[src/common/timer_pkg.sv]
package timer_pkg;

  // ----------------------------------------------------------------
  // Port decode on the two port-select lines
  // ----------------------------------------------------------------
  localparam logic [1:0] PORT_CNT0 = 2'h0;
  localparam logic [1:0] PORT_CNT1 = 2'h1;
  localparam logic [1:0] PORT_CNT2 = 2'h2;
  localparam logic [1:0] PORT_CTRL = 2'h3;

  // ----------------------------------------------------------------
  // Control word layout
  // ----------------------------------------------------------------
  localparam int CW_SEL_LSB = 6;
  localparam int CW_ACC_LSB = 4;
  localparam int CW_MODE_LSB = 1;
  localparam int CW_BCD_BIT = 0;
  localparam logic [1:0] SEL_ILLEGAL = 2'h3;

  // Byte-access field codes
  localparam logic [1:0] ACC_LATCH = 2'h0;
  localparam logic [1:0] ACC_LSB = 2'h1;
  localparam logic [1:0] ACC_MSB = 2'h2;
  localparam logic [1:0] ACC_BOTH = 2'h3;

  // ----------------------------------------------------------------
  // Counting constants
  // ----------------------------------------------------------------
  localparam logic [15:0] COUNT_ONE = 16'h0001;
  localparam logic [15:0] COUNT_ZERO = 16'h0000;
  localparam logic [15:0] HALF_MAX_BIN = 16'h8000;
  localparam logic [15:0] HALF_MAX_BCD = 16'h5000;
  localparam logic [3:0] BCD_NINE = 4'h9;
  localparam logic [3:0] BCD_FIVE = 4'h5;

  typedef enum logic [2:0] {
    MODE_TC = 3'h0,
    MODE_ONESHOT = 3'h1,
    MODE_RATE = 3'h2,
    MODE_SQUARE = 3'h3,
    MODE_SWSTROBE = 3'h4,
    MODE_HWSTROBE = 3'h5
  } mode_e;

endpackage

[src/logic/interval_timer.sv]
module interval_timer (
  input wire logic ref_clk,
  input wire logic rst,
  input wire logic ce,
  input wire logic cs_n,
  input wire logic rd_n,
  input wire logic wr_n,
  input wire logic port_select_0,
  input wire logic port_select_1,
  input wire logic [7:0] data_in,
  output logic [7:0] data_out,
  output logic data_oe,
  input wire logic [2:0] count_clk,
  input wire logic [2:0] gate,
  output logic [2:0] count_out
);

  // ----------------------------------------------------------------
  // State
  // ----------------------------------------------------------------
  typedef struct packed {
    logic cs_s1, cs_s2, rd_s1, rd_s2, rd_p, wr_s1, wr_s2, wr_p, ps0_s1, ps0_s2, ps1_s1, ps1_s2;
    logic [7:0] din_s1, din_s2;
    logic [2:0] cclk_s1, cclk_s2, cclk_p, gate_s1, gate_s2, gate_p, trig, running, pend, have, out, wptr, rptr;
    logic [2:0] latched, bcd;
    logic [2:0][1:0] acc;
    timer_pkg::mode_e [2:0] mode;
    logic [2:0][15:0] init, count, period, latch;
    logic [7:0] dout;
  } state_s;

  state_s st_q;
  state_s st_d;

  logic [2:0] tick;
  logic [2:0] gate_rise;
  logic [1:0] port;
  logic wr_done;
  logic rd_go;
  logic cw_ev;

  // ----------------------------------------------------------------
  // Arithmetic helpers
  // ----------------------------------------------------------------
  function automatic logic [15:0] dec16(input logic [15:0] v, input logic bcd);
    logic [15:0] r;
    logic borrow;
    r = v;
    borrow = 1'b1;
    if (!bcd) begin
      r = v - timer_pkg::COUNT_ONE;
    end else begin
      for (int k = 0; k < 4; k++) begin
        if (borrow) begin
          if (r[4*k +: 4] == 4'h0) begin
            r[4*k +: 4] = timer_pkg::BCD_NINE;
          end else begin
            r[4*k +: 4] = r[4*k +: 4] - 4'h1;
            borrow = 1'b0;
          end
        end
      end
    end
    return r;
  endfunction

  // Low-phase length floor(N/2); a zero load stands for the full range
  function automatic logic [15:0] half16(input logic [15:0] v, input logic bcd);
    logic [15:0] r;
    logic carry;
    r = v >> 1;
    carry = 1'b0;
    if (v == timer_pkg::COUNT_ZERO) begin
      r = bcd ? timer_pkg::HALF_MAX_BCD : timer_pkg::HALF_MAX_BIN;
    end else if (bcd) begin
      for (int k = 3; k >= 0; k--) begin
        r[4*k +: 4] = (v[4*k +: 4] >> 1) + (carry ? timer_pkg::BCD_FIVE : 4'h0);
        carry = v[4*k];
      end
    end
    return r;
  endfunction

  assign tick = st_q.cclk_s2 & ~st_q.cclk_p;
  assign gate_rise = st_q.gate_s2 & ~st_q.gate_p;
  assign port = {st_q.ps1_s2, st_q.ps0_s2};
  // Writes act on the strobe's trailing edge, when data has settled
  assign wr_done = st_q.wr_p & ~st_q.wr_s2 & st_q.cs_s2;
  assign rd_go = st_q.rd_s2 & ~st_q.rd_p & st_q.cs_s2;
  assign cw_ev = wr_done && port == timer_pkg::PORT_CTRL;

  // ----------------------------------------------------------------
  // Next state
  // ----------------------------------------------------------------
  always_comb begin
    logic [15:0] nx;
    logic [15:0] src;
    logic [7:0] d;
    logic [1:0] sel;
    nx = 16'h0000;
    src = 16'h0000;
    d = st_q.din_s2;
    sel = d[timer_pkg::CW_SEL_LSB +: 2];
    st_d = st_q;
    // Pins pass two stages; strobes, count clocks and gates add a third stage that also feeds edge detection
    {st_d.cs_s2, st_d.cs_s1} = {st_q.cs_s1, ~cs_n};
    {st_d.rd_p, st_d.rd_s2, st_d.rd_s1} = {st_q.rd_s2, st_q.rd_s1, ~rd_n};
    {st_d.wr_p, st_d.wr_s2, st_d.wr_s1} = {st_q.wr_s2, st_q.wr_s1, ~wr_n};
    {st_d.ps0_s2, st_d.ps0_s1} = {st_q.ps0_s1, port_select_0};
    {st_d.ps1_s2, st_d.ps1_s1} = {st_q.ps1_s1, port_select_1};
    {st_d.din_s2, st_d.din_s1} = {st_q.din_s1, data_in};
    {st_d.cclk_p, st_d.cclk_s2, st_d.cclk_s1} = {st_q.cclk_s2, st_q.cclk_s1, count_clk};
    {st_d.gate_p, st_d.gate_s2, st_d.gate_s1} = {st_q.gate_s2, st_q.gate_s1, gate};

    for (int i = 0; i < 3; i++) begin
      // Gate rise is held until the next count clock; a rise wins over the clear
      st_d.trig[i] = (st_q.trig[i] & ~tick[i]) | gate_rise[i];
      if (tick[i]) begin
        nx = dec16(st_q.count[i], st_q.bcd[i]);
        case (st_q.mode[i])
          timer_pkg::MODE_TC: begin
            if (st_q.pend[i]) begin
              st_d.count[i] = st_q.init[i];
              st_d.running[i] = 1'b1;
              st_d.pend[i] = 1'b0;
              st_d.out[i] = 1'b0;
            end else if (st_q.running[i] && st_q.gate_s2[i]) begin
              st_d.count[i] = nx;
              if (nx == timer_pkg::COUNT_ZERO) begin
                st_d.out[i] = 1'b1;
              end
            end
          end
          timer_pkg::MODE_ONESHOT: begin
            if (st_q.trig[i] && st_q.have[i]) begin
              st_d.count[i] = st_q.init[i];
              st_d.out[i] = 1'b0;
              st_d.running[i] = 1'b1;
            end else if (st_q.running[i]) begin
              st_d.count[i] = nx;
              if (nx == timer_pkg::COUNT_ZERO) begin
                st_d.out[i] = 1'b1;
                st_d.running[i] = 1'b0;
              end
            end
          end
          timer_pkg::MODE_RATE, timer_pkg::MODE_SQUARE: begin
            if (!st_q.gate_s2[i]) begin
              st_d.out[i] = 1'b1;
            end else if (st_q.have[i] && (st_q.trig[i] || !st_q.running[i])) begin
              st_d.count[i] = st_q.init[i];
              st_d.period[i] = st_q.init[i];
              st_d.running[i] = 1'b1;
              st_d.pend[i] = 1'b0;
              st_d.out[i] = 1'b1;
            end else if (st_q.running[i]) begin
              if (st_q.count[i] == timer_pkg::COUNT_ONE) begin
                st_d.count[i] = st_q.init[i];
                st_d.period[i] = st_q.init[i];
                st_d.pend[i] = 1'b0;
                st_d.out[i] = 1'b1;
              end else if (st_q.mode[i] == timer_pkg::MODE_RATE) begin
                st_d.count[i] = nx;
                if (nx == timer_pkg::COUNT_ONE) begin
                  st_d.out[i] = 1'b0;
                end
              end else begin
                st_d.count[i] = nx;
                if (st_q.out[i] && nx == half16(st_q.period[i], st_q.bcd[i])) begin
                  st_d.out[i] = 1'b0;
                  if (st_q.pend[i]) begin
                    // New value shows from this transition onward
                    st_d.count[i] = half16(st_q.init[i], st_q.bcd[i]);
                    st_d.period[i] = st_q.init[i];
                    st_d.pend[i] = 1'b0;
                  end
                end
              end
            end
          end
          timer_pkg::MODE_SWSTROBE: begin
            if (st_q.pend[i]) begin
              st_d.count[i] = st_q.init[i];
              st_d.running[i] = 1'b1;
              st_d.pend[i] = 1'b0;
              st_d.out[i] = 1'b1;
            end else if (!st_q.out[i]) begin
              st_d.out[i] = 1'b1;
            end else if (st_q.running[i] && st_q.gate_s2[i]) begin
              st_d.count[i] = nx;
              if (nx == timer_pkg::COUNT_ZERO) begin
                st_d.out[i] = 1'b0;
                st_d.running[i] = 1'b0;
              end
            end
          end
          timer_pkg::MODE_HWSTROBE: begin
            if (st_q.trig[i] && st_q.have[i]) begin
              st_d.count[i] = st_q.init[i];
              st_d.running[i] = 1'b1;
              st_d.out[i] = 1'b1;
            end else if (!st_q.out[i]) begin
              st_d.out[i] = 1'b1;
            end else if (st_q.running[i]) begin
              st_d.count[i] = nx;
              if (nx == timer_pkg::COUNT_ZERO) begin
                st_d.out[i] = 1'b0;
                st_d.running[i] = 1'b0;
              end
            end
          end
          default: begin
            st_d.out[i] = 1'b1;
          end
        endcase
      end
    end

    // Bus writes; a control word with the illegal select is dropped
    if (cw_ev && sel != timer_pkg::SEL_ILLEGAL) begin
      if (d[timer_pkg::CW_ACC_LSB +: 2] == timer_pkg::ACC_LATCH) begin
        if (!st_q.latched[sel]) begin
          st_d.latch[sel] = st_q.count[sel];
          st_d.latched[sel] = 1'b1;
        end
      end else begin
        st_d.acc[sel] = d[timer_pkg::CW_ACC_LSB +: 2];
        st_d.bcd[sel] = d[timer_pkg::CW_BCD_BIT];
        if (d[timer_pkg::CW_MODE_LSB + 1]) begin
          st_d.mode[sel] = timer_pkg::mode_e'({1'b0, d[timer_pkg::CW_MODE_LSB +: 2]});
        end else begin
          st_d.mode[sel] = timer_pkg::mode_e'(d[timer_pkg::CW_MODE_LSB +: 3]);
        end
        st_d.out[sel] = (d[timer_pkg::CW_MODE_LSB +: 3] != 3'h0);
        {st_d.running[sel], st_d.pend[sel], st_d.have[sel], st_d.wptr[sel], st_d.rptr[sel], st_d.latched[sel]} = 6'h00;
      end
    end else if (wr_done && port != timer_pkg::PORT_CTRL) begin
      case (st_q.acc[port])
        timer_pkg::ACC_LSB, timer_pkg::ACC_MSB: begin
          st_d.init[port] = (st_q.acc[port] == timer_pkg::ACC_LSB) ? {8'h00, d} : {d, 8'h00};
          st_d.pend[port] = 1'b1;
          st_d.have[port] = 1'b1;
        end
        timer_pkg::ACC_BOTH: begin
          if (!st_q.wptr[port]) begin
            st_d.init[port][7:0] = d;
            st_d.wptr[port] = 1'b1;
            if (st_q.mode[port] == timer_pkg::MODE_TC) begin
              st_d.running[port] = 1'b0;
            end
          end else begin
            st_d.init[port][15:8] = d;
            st_d.wptr[port] = 1'b0;
            st_d.pend[port] = 1'b1;
            st_d.have[port] = 1'b1;
          end
        end
        default: begin
          st_d.wptr[port] = 1'b0;
        end
      endcase
    end

    // Bus reads; the control location answers nothing
    if (rd_go && port != timer_pkg::PORT_CTRL) begin
      src = st_q.latched[port] ? st_q.latch[port] : st_q.count[port];
      case (st_q.acc[port])
        timer_pkg::ACC_MSB: begin
          st_d.dout = src[15:8];
          st_d.latched[port] = 1'b0;
        end
        timer_pkg::ACC_BOTH: begin
          st_d.dout = st_q.rptr[port] ? src[15:8] : src[7:0];
          st_d.rptr[port] = ~st_q.rptr[port];
          st_d.latched[port] = st_q.latched[port] & ~st_q.rptr[port];
        end
        default: begin
          st_d.dout = src[7:0];
          st_d.latched[port] = 1'b0;
        end
      endcase
    end
  end

  always_ff @(posedge ref_clk or posedge rst) begin
    if (rst) begin
      st_q <= '0;
    end else if (ce) begin
      st_q <= st_d;
    end
  end

  assign data_out = st_q.dout;
  assign data_oe = st_q.rd_s2 & st_q.cs_s2 & (port != timer_pkg::PORT_CTRL);
  assign count_out = st_q.out;
endmodule

[config.mk]
export PLATFORM = sky130hd
export DESIGN_NAME = interval_timer
export DESIGN_NICKNAME = d
export VERILOG_FILES = /design/src/common/timer_pkg.sv /design/src/logic/interval_timer.sv
export SDC_FILE = /design/constraint.sdc
export NUM_CORES = 1
export LEC_CHECK = 0
export BUFFER_PORTS_ARGS = -buffer_cell sky130_fd_sc_hd__buf_2
export CAP_MARGIN = 20
export CORE_MARGIN = 4
export CORE_UTILIZATION = 55
export DETAILED_ROUTE_END_ITERATION = 7
export HOLD_SLACK_MARGIN = 0.02
export PLACE_DENSITY_LB_ADDON = 0.08
export SETUP_SLACK_MARGIN = 0.4
export SLEW_MARGIN = 20
export SYNTH_ARGS = -nofsm -noshare
export SYNTH_HDL_FRONTEND = slang
export SYNTH_SLANG_ARGS = --single-unit
[constraint.sdc]
create_clock -name ref_clk -period 12.4 [get_ports ref_clk]
set_input_delay 2.48 -clock ref_clk [delete_from_list [all_inputs] [get_ports ref_clk]]
set_output_delay 2.48 -clock ref_clk [all_outputs]
set_load 0.03 [all_outputs]
---- Word level (Yosys, flattened, before mapping) ----
Cells that the tools add are included.
storage, ports and cells
  bits of input ports ..................... 22
  ROM bits ................................ 0
  bits in latches ......................... 0
  RAM bits ................................ 0
  memories kept ........................... 0
  flip-flop bits (word level) ............. 288
  word-level logic and storage cells ...... 640
  output and inout port bits .............. 12
cells by class
  bitwise gates (word level) .............. 44
  add/sub/neg operators ................... 33
  shifts and indexed selects .............. 0
  eq/ne operators ......................... 48
  multiply operators ...................... 0
  $lt $le $gt $ge ......................... 4
  div/mod/pow operators ................... 0
  reductions and logical operators ........ 85
  muxes and demuxes ....................... 378
operator list
  kind                   count
  $mux 16                107
  $pmux 16 s5            3
  $bwmux 48              4
  $mux 1                 156
  $logic_not 16->1       9
  $demux 16 s2           4
  $bmux 16 s2            3
  $eq 16x1->1 const B    6
  $pmux 48 s2            1
  $mux 3                 31
  $mux 4                 21
  $add 3x3->4            18
  $mux 12                6
  $eq 16x16->1           3
  $logic_not 4->1        12
  $mux 48                1
  $sub 16x1->16 const B  3
  $sub 4x1->4 const B    12
  $ne 3x3->1 const B     13
  $mux 18                2
  $and 3x3->3            11
  $pmux 1 s5             6
  $mux 9                 3
  $mux 24                1
  44 further kinds       156

---- Longest topological paths before layout ----
Gate-level depths: netlist (run 1).
  depth after elaboration ................. 29
  mapped depth ............................ 16

---- Least setup slack after synthesis (run 1) ----
OpenSTA, ideal clock, no wires.
  path kind ............................... input to register
  start ................................... input port ce
  end ..................................... register st_q[60] (netlist name)
  setup slack ............................. 7,635 ps
  data arrival time ....................... 4,637 ps
  buffers on the path ..................... 3
  library setup time ...................... 128 ps
  cell stages on the path ................. 10
  cell sequence ........................... clkbuf_1 > inv_1 > or3_1 > a21oi_1 > nand3_1 > nor2_1 > o21a_1 > buf_4 > buf_6 > mux2_1
between the ends
  word-level cells in the longest chain between the ends .. 1
ends and longest elaborated chain
  item                        RTL line               text
  start, declared             interval_timer.sv:4    input wire logic ce,
  $reduce_and 8->1 (no line)  --
  end signal, assigned        interval_timer.sv:289  st_q <= st_d;
  end, declared               interval_timer.sv:32   state_s st_q;
Every way passes these cells.
A chain may end at the register's enable or synchronous reset.

---- Worst setup path after layout (run 1) ----
  start ................................... input port ce
  end ..................................... register st_q[66] (netlist name)
Same word-level chain as after synthesis.

==> results by group, run 1 <==
Die
  – Initial core utilization: 56.14%
  – Core Box Area: around 37000 µm²
  – Width of the chip: 201.8 µm
  – Die height: 201.8 µm
  – Die area: slightly above 40000 µm²
  – # rows: 70
  – # IOs: 34

Route
  – Vias/cell: between 6 and 7
  – DR WL/cell: around 24 µm
  – Met3 wire len: 6138 µm
  – Antenna viol nets, final: 0
  – DRC viols: 0
  – Routed length on met2: 29810 µm
  – DRT Pass-1 Iters: 6
  – M1 WL: 29960 µm
  – First DRT Iteration DRCs: 2337
  – DRT Wirelength: between 60000 and 70000 µm
  – Vias: 19220
  – Top Layer Used: met4

Clock network
  – Setup Fix Bufs, Post-CTS: 0
  – CTS Hold Bufs: 0
  – Clk_lat worst skew: 0.54 ns
  – CTS tree: built
  – CTS HTree Levels: 2
  – CTS Buf Count: 35
  – CTS sink count: 288
  – Root Driver: clkbuf_16
  – Post-CTS sizing: 0
  – Reg clk slew, reported paths: 0.06 ns
  – Clock buffer depth: 3

Layout
  – Synthesis-to-layout area growth: 6.907%
  – Share of cells above drive strength 1: 12.26%
  – Layout Nets: about 2400
  – Finished Cell Area: 22080 µm²
  – Area of the multi-input gates: around 12000 µm²
  – Register area: between 7000 and 8000 µm²
  – FILL cells: between 3000 and 4000
  – # diodes: 0
  – Non-Filler Instances: 2785

Timing
  – Final Skew: about 0.019 ns
  – RSZ-0062 raised after global routing: no
  – Setup_tns: 0 ns
  – Final WS setup: 6.764 ns
  – FMAX: 177.4 MHz
  – Final Cycle Share: 45.45%
  – Min Tclk post-route: roughly 5.6 ns
  – Slew Limit Fails: 0
  – Final Setup Violations: 0
  – Final Hold Violating Endpoints: 0
  – Rel. slew slack: between 20 and 30%
  – Slew @ Worst Pin: 1.055 ns

Job
  – Max Cap Violations: 0

Synth
  – Asr flop ratio synth: 100.0%
  – Yosys warns: 0
  – Top-count cell post-synth: dfrtp_1
  – Top cell type's share of synthesized area: 34.90%
  – Yosys cell types: 100
  – Post-synth EDFFs: 0
  – Register area share after synthesis: between 30% and 40%
  – Synthesized area: 20650 µm²
  – Syn_nets: 2471
  – Yosys top cell by area: dfrtp_1
  – Syn Area/Cell: between 8 and 9 µm²
  – Register bit total from synthesis: 288
  – Synth area leaders: dfrtp_1 35%, mux2_2 5.6%, a21oi_1 5.3%
  – Top cells by count, synth: 288 x dfrtp_1, 243 x nor2_1, 219 x a21oi_1
  – Synth Instances: 2382
  – Primary FF master, synth: dfrtp_1

Setup path
  – Max Fanout on Critical Path: 38
  – Reg2reg path depth: 10
  – Top Family by Delay on Critical Path: simple AND/OR/NAND/NOR gates
  – WS Path Type: input port to flip-flop
  – Slowest-stage cell, CP: o21a_1
  – R2r endpoint: st_q[96]
  – Crit path DAT: ~6 ns
  – CP peak stage delay: 0.65 ns
  – Type of origin of the critical path: input port
  – Reg2Reg Setup Slack: approximately 7.5 ns
  – Worst r2r src: st_q[217]
  – CP Buf/Inv Count: 2
  – Crit path capture type: flip-flop
  – Critical path launch point: ce
  – Cell Chain, Critical Path: buf_4 -> inv_1 -> or3_1 -> a21oi_1 -> nand3_1 -> nor2_1 -> o21a_1 -> mux2_2
  – Worst EP required: ~13 ns

GRT
  – Global route overflow: 0
  – Largest net degree at the start of global routing: 170
  – Total GRT Usage: 32.55%
  – Vias in the first global route: 18090
  – Initial antenna violation count: 0
  – First-pass GRT wire length: around 110000 µm

Placement
  – Place WS: 6.289 ns
  – Port Buffers: 33
  – Routability Congestion: 0.9443
  – Placed Cells: 2726
  – DP Wirelength: 48230 µm
  – Post-placement cell area: 20840 µm²

Worst hold path
  – WHS Endpoint: st_q[239]
  – Launch point of the worst hold path: st_q[242]
  – Tightest Hold Check Type: flip-flop to flip-flop
  – Hold path cells: 1

Power
  – Worst VDD drop: 0.1357 mV
  – PwrDens: 190.6 nW/µm²
  – Pleak: approximately 9.4 nW
  – Total power draw: 4.208 mW

Status
  – Status: finished, final reports clean
==> registers in the layout (all words and copies together), names as in the netlist, named ones only <==
name       cells
st_q         245
count_out      3
st_d          27
port           2
data_out       8
==> worst reg2reg max path: stages, from the launching register on <==
cell       delay, ns
dfrtp_2         0.74
buf_4           0.42
inv_1           0.37
o2111ai_1       0.70
o22ai_1         0.19
a2bb2oi_1       0.32
o211ai_1        0.18
nor4_2          0.53
nand2_2         0.35
a21o_1          0.56
mux2_4          0.42
==> final cells by class <==
cell class	instances	share of cell area (%)
Multi-Input combinational cell	1865	56.56
Sequential cell	288	32.67
Clock buffer	44	4.392
Tap cell	468	2.652
Timing Repair Buffer	60	1.734
Clock inverter	15	1.196
Inverter	45	0.7991
==> metrics by stage <==
step	hold slack [ns]	util, %
5_1_grt	0.4885	60.02
6_report	0.4509	60.02
3_3_place_gp	0.4436	56.65
2_1_floorplan	0.4353	-
3_5_place_dp	0.4517	56.66
4_1_cts	0.4561	60.02
==> report_power, final <==
group	leakage [nW]	switching, mW	internal [mW]	total, mW
combinational	5.05	1.02	0.611	1.63
clock	0.606	0.418	0.699	1.12
sequential	3.76	0.384	1.07	1.46
total	9.42	1.83	2.38	4.21
==> worst max path at each step <==
stage                endpoint  slack (ns)  depth (start not counted)
floorplan           async pin        1.97                          1
global placement     st_q[70]        6.35                          8
detailed placement   st_q[71]        6.29                          8
CTS                  st_q[66]        6.85                          8
global route         st_q[70]        6.48                          8
finish               st_q[66]        6.76                          8
==> metal layers <==
layer / up-vias / GRT usage, %
li1: 8699 / -
met3: 174 / 5.615
met2: 1023 / 48.98
met1: 9324 / 48.20
met5: - / 0
met4: 0 / 10.08
==> cells by family after synthesis <==
logic type	Yosys count	synth area share, %
buf+inv	229	4.768
compound gates	718	22.76
mux	217	11.57
simple gates	796	19.11
flops	288	34.90
xor+xnor	67	2.842
fa+ha+maj	67	4.059
==> placed cells by master (no fill, tap or decap), drive strengths merged, types with 35 or more instances in the layout <==
cell type / Yosys / routed
a21oi: 222 / 222
a221oi: 35 / 35
a31oi: 35 / 35
buf: 64 / 60
clkbuf: 120 / 44
dfrtp: 288 / 288
ha: 67 / 67
inv: 45 / 47
mux2: 123 / 123
mux2i: 92 / 92
nand2: 201 / 201
nand3: 53 / 53
nor2: 243 / 243
nor3: 69 / 69
nor4: 50 / 50
o21ai: 165 / 165
xnor2: 48 / 48
(Power assumes the default switching activity.)
==> inputs of run 2 (changes only) <==
==> constraint.sdc (replaced) <==
create_clock -name ref_clk -period 5.3 [get_ports ref_clk]
set_input_delay 1.06 -clock ref_clk [delete_from_list [all_inputs] [get_ports ref_clk]]
set_output_delay 1.06 -clock ref_clk [all_outputs]
set_load 0.03 [all_outputs]
==> run 2 against run 1 <==
Critical path depth grew 4. Worst setup slack worse by 6.1 ns. First-iteration DRC count increased by 6.4%. Global-route usage rose by 0.31 points. Clock skew increased by 0.0027 ns. Core utilization grew 0.29 points. Design area grew 0.48%. Register-to-register slack lost 6.8 ns. Count of clock-buffer cells in the layout up 4. Critical path type is now flip-flop to flip-flop. Highest routed layer unchanged.
==> results by group, run 2 (synthesis results as in run 1) <==
Status
  – Status: finished, final reports clean

Route
  – First DRT Iteration DRCs: 2486
  – DR WL/cell: around 24 µm
  – Routed length on met2: slightly above 30000 µm
  – M1 WL: between 20000 and 30000 µm
  – Met3 wire len: 6288 µm
  – Antenna viol nets, final: 0
  – Vias/cell: 6.913
  – DRT Pass-1 Iters: 6
  – DRT Wirelength: 68790 µm
  – Vias: between 15000 and 20000
  – Top Layer Used: met4
  – DRC viols: 0

Clock network
  – CTS HTree Levels: 2
  – CTS tree: built
  – Setup Fix Bufs, Post-CTS: 0
  – CTS Buf Count: 35
  – Reg clk slew, reported paths: roughly 0.060 ns
  – CTS sink count: 288
  – Post-CTS sizing: 0
  – CTS Hold Bufs: 0
  – Root Driver: clkbuf_16
  – Clock buffer depth: 3
  – Clk_lat worst skew: 0.55 ns

Timing
  – Setup_tns: 0 ns
  – Slew Limit Fails: 0
  – Rel. slew slack: 30.01%
  – Final Skew: between 0.02 and 0.025 ns
  – Slew @ Worst Pin: 1.042 ns
  – RSZ-0062 raised after global routing: no
  – Final Cycle Share: ~87%
  – FMAX: 217.4 MHz
  – Final WS setup: ~0.7 ns
  – Min Tclk post-route: 4.601 ns
  – Final Hold Violating Endpoints: 0
  – Final Setup Violations: 0

Power
  – Net Sw Frac: around 44%
  – PwrDens: 439.9 nW/µm²
  – Cell Int Power: 5.487 mW
  – Gate power share: 40.0%
  – Switching Power: 4.272 mW
  – Clock power share: 25.6%
  – Share of power burned in registers: 34.4%
  – Worst VDD drop: 0.3098 mV
  – Pleak: 9.485 nW

Layout
  – Most flop-heavy register: st_q
  – # diodes: 0
  – Synthesis-to-layout area growth: 7.422%
  – FILL cells: 3290
  – Most frequent cells in the layout: 284 x dfrtp_1, 240 x nor2_1, 219 x a21oi_1, 200 x nand2_1, 158 x o21ai_0
  – Area of the multi-input gates: 12480 µm²
  – Max reg flops: 245
  – Most common cell after layout, fill and taps aside: dfrtp_1
  – Layout Nets: 2402
  – Finished Core Util: 60.31%
  – Register area: 7212 µm²
  – Finished Cell Area: 22180 µm²
  – Share of cells above drive strength 1: 12.95%

Die
  – Die height: 201.8 µm
  – # IOs: 34
  – # rows: 70
  – Width of the chip: roughly 200 µm
  – Die area: 40710 µm²
  – Core Box Area: 36790 µm²
  – Initial core utilization: 56.14%

GRT
  – Global route overflow: 0
  – Largest net degree at the start of global routing: 116
  – First-pass GRT wire length: 107600 µm
  – Vias in the first global route: ~18000
  – Total GRT Usage: 32.86%
  – Initial antenna violation count: 0

Placement
  – Routability Congestion: ~1
  – DP Wirelength: roughly 50000 µm
  – Port Buffers: 33
  – Place WS: between 0.8 and 0.9 ns
  – Post-placement cell area: 20980 µm²

Setup path
  – Worst EP required: 5.72 ns
  – Worst r2r src: st_q[136]
  – Reg2Reg Setup Slack: 0.70 ns
  – WS Path Type: flip-flop to flip-flop
  – Critical path launch point: st_q[136]
  – Crit path capture type: flip-flop
  – Max Fanout on Critical Path: 18
  – Type of origin of the critical path: flip-flop
  – Crit path DAT: around 5 ns

Worst hold path
  – Launch point of the worst hold path: st_q[244]
  – Tightest Hold Check Type: flip-flop to flip-flop

Job
  – Max Cap Violations: 0
run 2: worst paths after layout:
check | to | cells past startpoint
worst max-delay path | st_q[91] | 12
worst min-delay path | st_q[241] | 1
worst max register to register | st_q[91] | 12
worst min register to register | st_q[241] | 1
max in group asynchronous | st_q[44] | 4
min in group asynchronous | st_q[163] | 3
run 2: worst max-delay path: stages (launching register included):
cell and delay (ns):
dfrtp_1 0.49, inv_1 0.16, ha_1 0.24, or3b_2 0.53
or4_1 0.41, o2111ai_1 0.30, o22ai_1 0.19, a2bb2oi_1 0.25
o211ai_1 0.15, nor4_2 0.46, nand2_2 0.32, a21o_1 0.54
mux2_4 0.41
run 2: metal layers:
layer | vias to the layer above | track usage, %
met5 | - | 0
met4 | 0 | 10.25
met3 | 164 | 5.359
met2 | 1047 | 50.49
met1 | 9459 | 47.92
li1 | 8742 | -
run 2: power by group through the flow:
stage               sequential (mW)  clock, mW  combinational (mW)
floorplan                      2.75          0                3.23
global placement               3.33          0                3.76
detailed placement             3.35          0                3.79
CTS                            3.31       2.54                3.81
global route                   3.39       2.63                4.23
finish                         3.35       2.50                3.90
run 2: final cells by class:
class | instances | share of cell area, %
Clock buffer | 48 | 4.490
Clock inverter | 16 | 0.9193
Inverter | 45 | 0.7783
Multi-Input combinational cell | 1865 | 56.27
Sequential cell | 288 | 32.51
Tap cell | 468 | 2.640
Timing Repair Buffer | 78 | 2.391
run 2: stage by stage:
stage	total power [mW]	hold WS, ns	instances
after floorplan	5.978	0.4353	2382
after global placement	7.090	0.4414	2744
after detailed placement	7.141	0.4511	2744
after CTS	9.660	0.4593	2808
after global routing	10.26	0.4739	2808
final	9.759	0.4565	2808
